## src/hdl/tcr_defs.svh

```systemverilog
// Register offsets, field positions, reset values and codes of the timer
`ifndef TCR_DEFS_SVH
`define TCR_DEFS_SVH

`define TCR_OFS_CTRL0 8'h00
`define TCR_OFS_CTRL1 8'h04
`define TCR_OFS_COUNT 8'h08
`define TCR_OFS_RELOAD 8'h0C
`define TCR_OFS_CAPTURE 8'h10
`define TCR_OFS_IRQ_STATUS 8'h14
`define TCR_OFS_IRQ_MASK 8'h18
`define TCR_OFS_GLOBAL 8'h1C

`define TCR_C0_MODE_HI 7
`define TCR_C0_ISRC_HI 6
`define TCR_C0_ISRC_LO 5
`define TCR_C0_CAPFLAG 0
`define TCR_C1_EN 7
`define TCR_C1_POL 6
`define TCR_C1_PRESCALE_SELECT_HI 5
`define TCR_C1_PRESCALE_SELECT_LO 3
`define TCR_C1_MODE_HI 2
`define TCR_C1_MODE_LO 0
`define TCR_IRQ_CAP 0
`define TCR_IRQ_REL 1
`define TCR_GL_GLOBAL_IRQ_ENABLE 0
`define TCR_GL_OUTEN 1

`define TCR_RST_CTRL 8'h00
`define TCR_RST_COUNT 16'h0000
`define TCR_RST_RELOAD 16'hFFFF
`define TCR_RST_CAPTURE 16'h0000
`define TCR_RST_IRQ 2'h0
`define TCR_RST_GLOBAL 2'h0
`define TCR_RESTART 16'h0001

`define TCR_ISRC_CAP_ONLY 2'h2
`define TCR_ISRC_REL_ONLY 2'h3

`define TCR_MODE_ONE_SHOT 4'h0
`define TCR_MODE_CONTINUOUS 4'h1
`define TCR_MODE_COUNTER 4'h2
`define TCR_MODE_PWM_SINGLE 4'h3
`define TCR_MODE_CAPTURE 4'h4
`define TCR_MODE_COMPARE 4'h5
`define TCR_MODE_GATED 4'h6
`define TCR_MODE_CAP_CMP 4'h7
`define TCR_MODE_CAP_RESTART 4'h8
`define TCR_MODE_CMP_COUNTER 4'h9

`endif

```

## src/hdl/tcr_pkg.sv

```systemverilog
// Types and mode decoding shared by the timer modules
`default_nettype none
`include "tcr_defs.svh"
package tcr_pkg;
    typedef logic [7:0] tcr_addr_t;
    typedef logic [31:0] tcr_data_t;
    typedef logic [15:0] tcr_word_t;
    typedef logic [2:0] tcr_prescale_select_t;
    typedef enum {
        TCR_ONE_SHOT, TCR_CONTINUOUS, TCR_COUNTER, TCR_PWM_SINGLE,
        TCR_CAPTURE, TCR_COMPARE, TCR_GATED, TCR_CAP_CMP,
        TCR_CAP_RESTART, TCR_CMP_COUNTER, TCR_UNUSED
    } tcr_mode_t;

    function automatic tcr_mode_t tcr_mode_decode(input logic [3:0] code);
        case (code)
            `TCR_MODE_ONE_SHOT: return TCR_ONE_SHOT;
            `TCR_MODE_CONTINUOUS: return TCR_CONTINUOUS;
            `TCR_MODE_COUNTER: return TCR_COUNTER;
            `TCR_MODE_PWM_SINGLE: return TCR_PWM_SINGLE;
            `TCR_MODE_CAPTURE: return TCR_CAPTURE;
            `TCR_MODE_COMPARE: return TCR_COMPARE;
            `TCR_MODE_GATED: return TCR_GATED;
            `TCR_MODE_CAP_CMP: return TCR_CAP_CMP;
            `TCR_MODE_CAP_RESTART: return TCR_CAP_RESTART;
            `TCR_MODE_CMP_COUNTER: return TCR_CMP_COUNTER;
            default: return TCR_UNUSED;
        endcase
    endfunction : tcr_mode_decode
endpackage : tcr_pkg
`default_nettype wire

```

## src/hdl/tcr_tick_if.sv

```systemverilog
// Link between the timer core and its prescaler
`timescale 1ns/1ps
`default_nettype none
interface tcr_tick_if;
    logic run;
    logic [2:0] sel;
    logic tick;
    modport core (output run, output sel, input tick);
    modport pre (input run, input sel, output tick);
endinterface : tcr_tick_if
`default_nettype wire

```

## src/hdl/tcr_timer.sv

```systemverilog
// 16-bit capture/restart timer with APB registers
`timescale 1ns/1ps
`default_nettype none
`include "tcr_defs.svh"
module tcr_timer (
    input wire logic REF_CLK, // 200 MHz system clock
    input wire logic RST, // Asynchronous reset, high
    input wire logic CE, // Clock enable, freezes all state
    input wire logic PSEL, // APB select
    input wire logic PENABLE, // APB access phase
    input wire logic PWRITE, // APB write
    input wire tcr_pkg::tcr_addr_t PADDR, // APB byte address
    input wire tcr_pkg::tcr_data_t PWDATA, // APB write data
    output tcr_pkg::tcr_data_t PRDATA, // APB read data
    output logic PREADY, // APB ready
    output logic PSLVERR, // APB error, unmapped address
    input wire logic TIMER_IN, // Timer input pin
    input wire logic CMP_IN, // Comparator output
    output logic TOUT, // Timer output pin
    output logic TOUT_OE, // Timer output pin enable
    output logic IRQ // Timer interrupt, level
);
    import tcr_pkg::*;

    logic [7:0] ctrl0_r;
    logic [7:0] ctrl1_r;
    tcr_word_t count_r;
    tcr_word_t count_nxt;
    tcr_word_t reload_r;
    tcr_word_t capture_r;
    logic [1:0] irq_st_r;
    logic [1:0] irq_mask_r;
    logic [1:0] glb_r;
    logic out_r;
    tcr_data_t prdata_r;
    logic pslverr_r;
    logic [2:0] in_sync_r;
    logic [2:0] cmp_sync_r;
    logic in_lvl_r;
    logic cmp_lvl_r;

    tcr_mode_t mode;
    logic en;
    logic pol;
    logic cap_mode;
    logic in_edge;
    logic cmp_edge;
    logic step;
    logic at_reload;
    logic cap_ev;
    logic rel_ev;
    logic cap_irq;
    logic rel_irq;
    logic [1:0] isrc;
    logic setup;
    logic wr;
    logic wr_ctrl0;
    logic wr_ctrl1;
    logic wr_count;
    logic wr_reload;
    logic wr_capture;
    logic wr_status;
    logic wr_mask;
    logic wr_global;

    tcr_tick_if tk ();

    tcr_prescaler u_pre (
        .clk(REF_CLK),
        .rst(RST),
        .ce(CE),
        .tk(tk.pre)
    );

    // Selected edge, seen once stage two and stage three agree
    function automatic logic edge_hit(input logic s2, input logic s3,
                                      input logic lvl, input logic fall);
        return (s2 == s3) && (s3 != lvl) && (s3 == !fall);
    endfunction : edge_hit

    function automatic logic addr_is(input tcr_addr_t a,
                                     input tcr_addr_t ofs);
        return a == ofs;
    endfunction : addr_is

    function automatic logic addr_known(input tcr_addr_t a);
        return addr_is(a, `TCR_OFS_CTRL0) || addr_is(a, `TCR_OFS_CTRL1) ||
            addr_is(a, `TCR_OFS_COUNT) || addr_is(a, `TCR_OFS_RELOAD) ||
            addr_is(a, `TCR_OFS_CAPTURE) ||
            addr_is(a, `TCR_OFS_IRQ_STATUS) ||
            addr_is(a, `TCR_OFS_IRQ_MASK) || addr_is(a, `TCR_OFS_GLOBAL);
    endfunction : addr_known

    // Decoded control fields
    assign mode = tcr_mode_decode({ctrl0_r[`TCR_C0_MODE_HI],
        ctrl1_r[`TCR_C1_MODE_HI:`TCR_C1_MODE_LO]});
    assign en = ctrl1_r[`TCR_C1_EN];
    assign pol = ctrl1_r[`TCR_C1_POL];
    assign isrc = ctrl0_r[`TCR_C0_ISRC_HI:`TCR_C0_ISRC_LO];
    assign cap_mode = (mode == TCR_CAPTURE) || (mode == TCR_CAP_CMP) ||
        (mode == TCR_CAP_RESTART);

    assign tk.run = en;
    assign tk.sel = ctrl1_r[`TCR_C1_PRESCALE_SELECT_HI:`TCR_C1_PRESCALE_SELECT_LO];

    // APB decode: zero wait states unless the clock enable is low
    assign setup = PSEL && !PENABLE;
    assign wr = PSEL && PENABLE && PWRITE && CE;
    assign wr_ctrl0 = wr && addr_is(PADDR, `TCR_OFS_CTRL0);
    assign wr_ctrl1 = wr && addr_is(PADDR, `TCR_OFS_CTRL1);
    assign wr_count = wr && addr_is(PADDR, `TCR_OFS_COUNT);
    assign wr_reload = wr && addr_is(PADDR, `TCR_OFS_RELOAD);
    assign wr_capture = wr && addr_is(PADDR, `TCR_OFS_CAPTURE);
    assign wr_status = wr && addr_is(PADDR, `TCR_OFS_IRQ_STATUS);
    assign wr_mask = wr && addr_is(PADDR, `TCR_OFS_IRQ_MASK);
    assign wr_global = wr && addr_is(PADDR, `TCR_OFS_GLOBAL);

    assign PREADY = CE;
    assign PRDATA = prdata_r;
    assign PSLVERR = pslverr_r && PSEL && PENABLE;

    // Timer input pin synchroniser, three stages
    always_ff @(posedge REF_CLK or posedge RST) begin
        if (RST) begin
            in_sync_r <= 3'h0;
        end else if (CE) begin
            in_sync_r <= {in_sync_r[1:0], TIMER_IN};
        end
    end

    // Comparator pin synchroniser, three stages
    always_ff @(posedge REF_CLK or posedge RST) begin
        if (RST) begin
            cmp_sync_r <= 3'h0;
        end else if (CE) begin
            cmp_sync_r <= {cmp_sync_r[1:0], CMP_IN};
        end
    end

    // Accepted levels, updated only when the last two stages agree
    always_ff @(posedge REF_CLK or posedge RST) begin
        if (RST) begin
            in_lvl_r <= 1'b0;
        end else if (CE && (in_sync_r[1] == in_sync_r[2])) begin
            in_lvl_r <= in_sync_r[2];
        end
    end

    always_ff @(posedge REF_CLK or posedge RST) begin
        if (RST) begin
            cmp_lvl_r <= 1'b0;
        end else if (CE && (cmp_sync_r[1] == cmp_sync_r[2])) begin
            cmp_lvl_r <= cmp_sync_r[2];
        end
    end

    assign in_edge = edge_hit(in_sync_r[1], in_sync_r[2], in_lvl_r,
        pol);
    assign cmp_edge = edge_hit(cmp_sync_r[1], cmp_sync_r[2], cmp_lvl_r,
        pol);

    // Count source per mode
    always_comb begin
        case (mode)
            TCR_COUNTER: step = en && in_edge;
            TCR_CMP_COUNTER: step = en && cmp_edge;
            TCR_GATED: step = en && tk.tick && (in_lvl_r == !pol);
            TCR_CAP_RESTART: step = en && tk.tick;
            default: step = en && tk.tick;
        endcase
    end

    assign at_reload = count_r == reload_r;
    assign cap_ev = en && cap_mode && in_edge;
    // A capture that restarts the count takes the place of a reload
    assign rel_ev = en && step && at_reload &&
        !(cap_ev && (mode == TCR_CAP_RESTART));

    // Interrupt source selection in capture modes
    assign cap_irq = cap_ev && (isrc != `TCR_ISRC_REL_ONLY);
    assign rel_irq = rel_ev &&
        (!cap_mode || (isrc != `TCR_ISRC_CAP_ONLY));

    // Next count: software load, restart, reload, or step
    always_comb begin
        if (wr_count) begin
            count_nxt = PWDATA[15:0];
        end else if (cap_ev && (mode == TCR_CAP_RESTART)) begin
            count_nxt = `TCR_RESTART;
        end else if (rel_ev) begin
            count_nxt = `TCR_RESTART;
        end else if (step) begin
            count_nxt = 16'(count_r + 16'h0001);
        end else begin
            count_nxt = count_r;
        end
    end

    always_ff @(posedge REF_CLK or posedge RST) begin
        if (RST) begin
            count_r <= `TCR_RST_COUNT;
        end else if (CE) begin
            count_r <= count_nxt;
        end
    end

    always_ff @(posedge REF_CLK or posedge RST) begin
        if (RST) begin
            reload_r <= `TCR_RST_RELOAD;
        end else if (CE && wr_reload) begin
            reload_r <= PWDATA[15:0];
        end
    end

    // Capture register; a capture in the same cycle beats a write
    always_ff @(posedge REF_CLK or posedge RST) begin
        if (RST) begin
            capture_r <= `TCR_RST_CAPTURE;
        end else if (CE) begin
            if (cap_ev) begin
                capture_r <= count_r;
            end else if (wr_capture) begin
                capture_r <= PWDATA[15:0];
            end
        end
    end

    // Control 0: capture flag is sticky, write one to clear
    always_ff @(posedge REF_CLK or posedge RST) begin
        if (RST) begin
            ctrl0_r <= `TCR_RST_CTRL;
        end else if (CE) begin
            if (wr_ctrl0) begin
                ctrl0_r[7:1] <= PWDATA[7:1];
            end
            if (cap_irq) begin
                ctrl0_r[`TCR_C0_CAPFLAG] <= 1'b1;
            end else if (wr_ctrl0 && PWDATA[`TCR_C0_CAPFLAG]) begin
                ctrl0_r[`TCR_C0_CAPFLAG] <= 1'b0;
            end
        end
    end

    // Control 1: a one-shot run disables itself at reload
    always_ff @(posedge REF_CLK or posedge RST) begin
        if (RST) begin
            ctrl1_r <= `TCR_RST_CTRL;
        end else if (CE) begin
            if (wr_ctrl1) begin
                ctrl1_r <= PWDATA[7:0];
            end else if (rel_ev && (mode == TCR_ONE_SHOT)) begin
                ctrl1_r[`TCR_C1_EN] <= 1'b0;
            end
        end
    end

    // Interrupt status, set wins over a clear in the same cycle
    always_ff @(posedge REF_CLK or posedge RST) begin
        if (RST) begin
            irq_st_r <= `TCR_RST_IRQ;
        end else if (CE) begin
            irq_st_r <= (irq_st_r & ~(wr_status ? PWDATA[1:0] : 2'h0)) |
                {rel_irq, cap_irq};
        end
    end

    always_ff @(posedge REF_CLK or posedge RST) begin
        if (RST) begin
            irq_mask_r <= `TCR_RST_IRQ;
        end else if (CE && wr_mask) begin
            irq_mask_r <= PWDATA[1:0];
        end
    end

    always_ff @(posedge REF_CLK or posedge RST) begin
        if (RST) begin
            glb_r <= `TCR_RST_GLOBAL;
        end else if (CE && wr_global) begin
            glb_r <= PWDATA[1:0];
        end
    end

    // Output level: idle shows polarity, running toggles on reload
    always_ff @(posedge REF_CLK or posedge RST) begin
        if (RST) begin
            out_r <= 1'b0;
        end else if (CE) begin
            if (!en) begin
                out_r <= pol;
            end else if (rel_ev) begin
                out_r <= !out_r;
            end
        end
    end

    assign TOUT = out_r;
    assign TOUT_OE = glb_r[`TCR_GL_OUTEN];
    assign IRQ = glb_r[`TCR_GL_GLOBAL_IRQ_ENABLE] &&
        (|(irq_st_r & irq_mask_r));

    // Error flag is latched in the setup cycle, shown in the access phase
    always_ff @(posedge REF_CLK or posedge RST) begin
        if (RST) begin
            pslverr_r <= 1'b0;
        end else if (CE && setup) begin
            pslverr_r <= !addr_known(PADDR);
        end
    end

    // Read data is latched in the setup cycle
    always_ff @(posedge REF_CLK or posedge RST) begin
        if (RST) begin
            prdata_r <= 32'h0000_0000;
        end else if (CE && setup) begin
            case (PADDR)
                `TCR_OFS_CTRL0: prdata_r <= {24'h000000, ctrl0_r};
                `TCR_OFS_CTRL1: prdata_r <= {24'h000000, ctrl1_r};
                `TCR_OFS_COUNT: prdata_r <= {16'h0000, count_r};
                `TCR_OFS_RELOAD: prdata_r <= {16'h0000, reload_r};
                `TCR_OFS_CAPTURE: prdata_r <= {16'h0000, capture_r};
                `TCR_OFS_IRQ_STATUS: prdata_r <= {30'h0, irq_st_r};
                `TCR_OFS_IRQ_MASK: prdata_r <= {30'h0, irq_mask_r};
                `TCR_OFS_GLOBAL: prdata_r <= {30'h0, glb_r};
                default: prdata_r <= 32'h0000_0000;
            endcase
        end
    end
endmodule : tcr_timer
`default_nettype wire

```

## src/hdl/tcr_prescaler.sv

```systemverilog
// Power-of-two prescaler for the timer count
`timescale 1ns/1ps
`default_nettype none
module tcr_prescaler (
    input wire logic clk, // System clock
    input wire logic rst, // Asynchronous reset, high
    input wire logic ce, // Clock enable
    tcr_tick_if.pre tk // Run, divide select, tick
);
    import tcr_pkg::*;

    logic [6:0] div_r;

    function automatic logic [6:0] div_mask(input logic [2:0] sel);
        return 7'((8'h01 << sel) - 8'h01);
    endfunction : div_mask

    // Held at zero while disabled so each start divides cleanly
    always_ff @(posedge clk or posedge rst) begin
        if (rst) begin
            div_r <= 7'h00;
        end else if (ce) begin
            if (!tk.run) begin
                div_r <= 7'h00;
            end else begin
                div_r <= 7'(div_r + 7'h01);
            end
        end
    end

    // One tick every 2^sel cycles
    assign tk.tick = tk.run &&
        ((div_r & div_mask(tk.sel)) == div_mask(tk.sel));
endmodule : tcr_prescaler
`default_nettype wire

```

## config.mk

```make
export PLATFORM = sky130hd
export DESIGN_NAME = tcr_timer
export DESIGN_NICKNAME = d
export VERILOG_FILES = /design/src/hdl/tcr_pkg.sv /design/src/hdl/tcr_tick_if.sv /design/src/hdl/tcr_timer.sv /design/src/hdl/tcr_prescaler.sv
export VERILOG_INCLUDE_DIRS = /design/src /design/src/hdl
export SDC_FILE = /design/constraint.sdc
export NUM_CORES = 1
export LEC_CHECK = 0
export CORE_MARGIN = 2
export CORE_UTILIZATION = 55
export DETAILED_ROUTE_END_ITERATION = 10
export DONT_BUFFER_PORTS = 1
export PLACE_DENSITY_LB_ADDON = 0.15
export SETUP_SLACK_MARGIN = 0.15
export SYNTH_ARGS = -nofsm -noshare
export SYNTH_HDL_FRONTEND = slang
export SYNTH_SLANG_ARGS = --single-unit
```

## constraint.sdc

```tcl
create_clock -name REF_CLK -period 4 [get_ports REF_CLK]
set_clock_uncertainty 0.05 [all_clocks]
set_input_delay 0.4 -clock REF_CLK [delete_from_list [all_inputs] [get_ports REF_CLK]]
set_output_delay 0.4 -clock REF_CLK [all_outputs]
set_load 0.03 [all_outputs]
```

==> impl_metrics.env <==
export IMPL_global_route_usage_total_pct=25.73
export IMPL_multi_input_area_um2=2844
export IMPL_power_internal_w=0.001341
export IMPL_layout_area_overhead_vs_synth_pct=3.096
export IMPL_die_height_um=106.1
export IMPL_cts_tree="built"
export IMPL_layout_cells_most_common="dfrtp_1"
export IMPL_fin_area_um2=5916
export IMPL_worstSetupEndpoint="count_r[0]$_DFFE_PP0P_"
export IMPL_async_sr_flop_fraction_pct=100.0
export IMPL_route_vias_total=4366
export IMPL_worst_slew_margin_rel_pct=16.96
export IMPL_globalRouteOverflowTotal=0
export IMPL_setup_viol=0
export IMPL_finalWirelength_mm=14.01
export IMPL_critPathTopFamily="compound AO/OA/AOI/OAI gates"
export IMPL_cts_resized=0
export IMPL_finish_net_count=607
export IMPL_clk_latency_worst_skew_pair_ps=380
export IMPL_highest_delay_cell_along_the_critical_path="a21oi_1"
export IMPL_rrSetupSlack_ps=1080
export IMPL_storage_element_area_um2=2597
export IMPL_ys_warn_count=0
export IMPL_setup_tns_final_ps=0
export IMPL_status="finished clean"
export IMPL_clk_transition_reported_paths_ps=110
export IMPL_timing_critical_path_mode_cell="a21oi_1"
export IMPL_dpl_instance_area_um2=5734
export IMPL_critical_path_arrival_ps=3130
export IMPL_filler_cell_count=878
export IMPL_worst_path_stages=7
export IMPL_post_dp_hpwl_mm=9.710
export IMPL_detailedRoute_firstIterationViolations=409
export IMPL_postCtsHoldBufs=0
export IMPL_via_count_of_the_first_global_routing_pass=4294
export IMPL_net_switching_power_w=0.0004820
export IMPL_cts_made_buffers=9
export IMPL_die_width_um=106.1
export IMPL_antenna_found_initial=0
export IMPL_min_path_type="input pin to async pin"
export IMPL_max_freq_mhz=342.4
export IMPL_syn_cell_area_um2=5738
export IMPL_period_share_pct=73.01
export IMPL_ios=85
export IMPL_floorplan_rows=37
export IMPL_cp_data_required_time_ps=4210
export IMPL_standard_cell_core_area_um2=10230
export IMPL_post_route_cells_drive_above_1_share_pct=16.90
export IMPL_yosys_most_used_dff="dfrtp_1"
export IMPL_timing_rr_end="count_r[0]$_DFFE_PP0P_"
export IMPL_edff_count_synth=0
export IMPL_worstPathMaxFanout=14
export IMPL_power_density_nw_per_um2=308.1
export IMPL_syn_area_per_cell_um2=9.962
export IMPL_slowest_delay_ps=960
export IMPL_synth_seq_cells=103
export IMPL_drv_slew=0
export IMPL_cts_path_max_buffers=2
export IMPL_count_of_buffering_cells_on_the_critical_path_with_inverters_included=0
export IMPL_start_util_pct=56.08
export IMPL_drt_pre_antenna_iters=9
export IMPL_drc=0
export IMPL_grt_first_pass_wirelength_mm=22.50
export IMPL_max_vdd_ir_drop_mv=0.1825
export IMPL_leakage_nw=2.476
export IMPL_port_buffers=0
export IMPL_worstRegToRegCells=7
export IMPL_pin_slew_with_the_least_headroom_to_its_limit_ps=1246
export IMPL_post_cts_repair_setup_buffers=0
export IMPL_grt_max_degree=81
export IMPL_count_of_final_hold_check_violations=0
export IMPL_cp_end_kind="flip-flop"
export IMPL_postSynthCellCount=576
export IMPL_share_clk_of_total_power_pct=34.1
export IMPL_worst_setup_path_startpoint="ctrl1_r[0]$_DFFE_PP0P_"
export IMPL_reported_max_cap_violation_count=0
export IMPL_depth_of_the_cts_h_tree=3
export IMPL_reg2reg_from="ctrl1_r[0]$_DFFE_PP0P_"
export IMPL_yosysUniqueCellTypes=68
export IMPL_routed_via_density=6.255
export IMPL_clock_tree_root_cell="clkbuf_8"
export IMPL_antenna_cells_inserted=0
export IMPL_leading_cell_types_in_the_layout_fill_and_taps_excluded="87 x dfrtp_1, 85 x nand2_1, 34 x o21ai_0"
export IMPL_comb_power_share_pct=6.2
export IMPL_grt_setup_unrepaired="no"
export IMPL_switching_share_pct=26.44
export IMPL_detail_route_wl_per_cell_um=20.07
export IMPL_period_minus_slack_ps=2920
export IMPL_seq_area_frac_synth_pct=45.27
export IMPL_die_area_um2=11270
export IMPL_power_share_sequential_pct=59.8
export IMPL_worst_setup_path_start_kind="flip-flop"
export IMPL_routabilityCongestion=0.8307
export IMPL_drtAntennaViolNets=0
export IMPL_path_class="flip-flop to flip-flop"
export IMPL_clock_sink_count=103
export IMPL_path_cells="or3b_1 -> a21o_1 -> o2111ai_1 -> o21ai_2 -> a21oi_1 -> a21oi_1 -> mux2_2"
metrics by stage:
| step | std cells | util, % | setup slack, ps | hold slack (ps) | power [W] |
|---|---|---|---|---|---|
| 3_5_place_dp | 682 | 56.05 | 1174 | 420.2 | 0.001222 |
| 3_3_place_gp | 682 | 56.05 | 1237 | 410.5 | 0.001217 |
| 2_1_floorplan | 591 | - | 872.6 | 394.4 | 0.001217 |
| 6_report | 698 | 57.82 | 1080 | 36.35 | 0.001823 |
| 5_1_grt | 698 | 57.82 | 920.3 | 29.63 | 0.001896 |
| 4_1_cts | 698 | 57.82 | 1142 | 34.73 | 0.001832 |
power groups by stage:
stage	sequential, W	combinational [W]	clock (W)
2_1_floorplan	0.00110	0.000117	0
3_3_place_gp	0.00111	0.000110	0
3_5_place_dp	0.00111	0.000114	0
4_1_cts	0.00109	0.000114	0.000629
5_1_grt	0.00109	0.000126	0.000676
6_report	0.00109	0.000112	0.000621
registers in the layout (all words and copies together), names as in the netlist:
| name | flops |
|---|---|
| PRDATA | 16 |
| TOUT | 1 |
| capture_r | 16 |
| cmp_lvl_r | 1 |
| cmp_sync_r | 3 |
| count_r | 16 |
| ctrl0_r | 8 |
| ctrl1_r | 8 |
| glb_r | 2 |
| in_lvl_r | 1 |
| in_sync_r | 3 |
| irq_mask_r | 2 |
| irq_st_r | 2 |
| pslverr_r | 1 |
| reload_r | 16 |
| u_pre.div_r | 7 |
cell families (layout without fill, tap and decap cells):
family	after synthesis	in the layout	synth area share [%]
AND/OR/NAND/NOR	185	185	16.68
AO/OA/AOI/OAI	137	137	16.31
flip-flops	103	103	45.27
buffers and inverters	69	40	6.236
multiplexers	61	61	12.25
XOR/XNOR	18	18	2.747
adder cells (fa/ha/maj)	2	2	0.4360
other	1	16	0.06535
area by class of cell:
type	count	share of cell area (%)
Multi-Input combinational cell	419	48.08
Sequential cell	103	43.91
Tap cell	136	2.876
Clock buffer	10	2.157
Inverter	16	1.058
Timing Repair Buffer	8	1.015
Clock inverter	6	0.9095
per-layer routing:
metal | vias up | part of all wire [%] | global-route usage, %
met5 | - | 0 | 0
met4 | 0 | 2.0 | 9.211
met3 | 25 | 7.2 | 5.212
met2 | 163 | 45 | 39.38
met1 | 2158 | 46 | 36.44
li1 | 2020 | - | -
synth_stat cells (6+ instances only):
library cell  number  share of area [%]
dfrtp_1           87                 38
nand2_1           85                5.6
o21ai_0           34                3.0
mux2_2            33                6.5
nand3_1           27                2.4
nor2_1            24                1.6
a21oi_1           19                1.7
clkbuf_1          19                1.2
buf_4             18                2.4
a22oi_1           17                2.2
mux2i_1           17                3.0
dfstp_2           16                7.3
inv_1             16                1.0
a222oi_1          14                2.4
buf_2             13                1.1
xor2_1            13                2.0
mux2_4            10                2.6
a21o_1             7               0.92
o211ai_1           6               0.78
worst reg2reg max path: cells and delay by family, from the launching register on:
family          cells  cell delay (ps)
compound gates      5             1560
mux                 1              300
simple gates        1              410
flops               1              490
worst min-delay path by stage:
| stage | start | depth (start not counted) | slack, ps | to |
|---|---|---|---|---|
| 6_report | RST | 1 | 40 | glb_r[1]$_DFFE_PP0P_ |
| 5_1_grt | CE | 1 | 30 | TOUT$_DFFE_PP0P_ |
| 4_1_cts | CE | 1 | 30 | TOUT$_DFFE_PP0P_ |
| 3_5_place_dp | capture_r[14]$_DFFE_PP0P_ | 2 | 420 | capture_r[14]$_DFFE_PP0P_ |
| 3_3_place_gp | capture_r[15]$_DFFE_PP0P_ | 2 | 410 | capture_r[15]$_DFFE_PP0P_ |
| 2_1_floorplan | capture_r[0]$_DFFE_PP0P_ | 2 | 390 | capture_r[0]$_DFFE_PP0P_ |
Note: power is estimated with default switching activity, not from simulation.
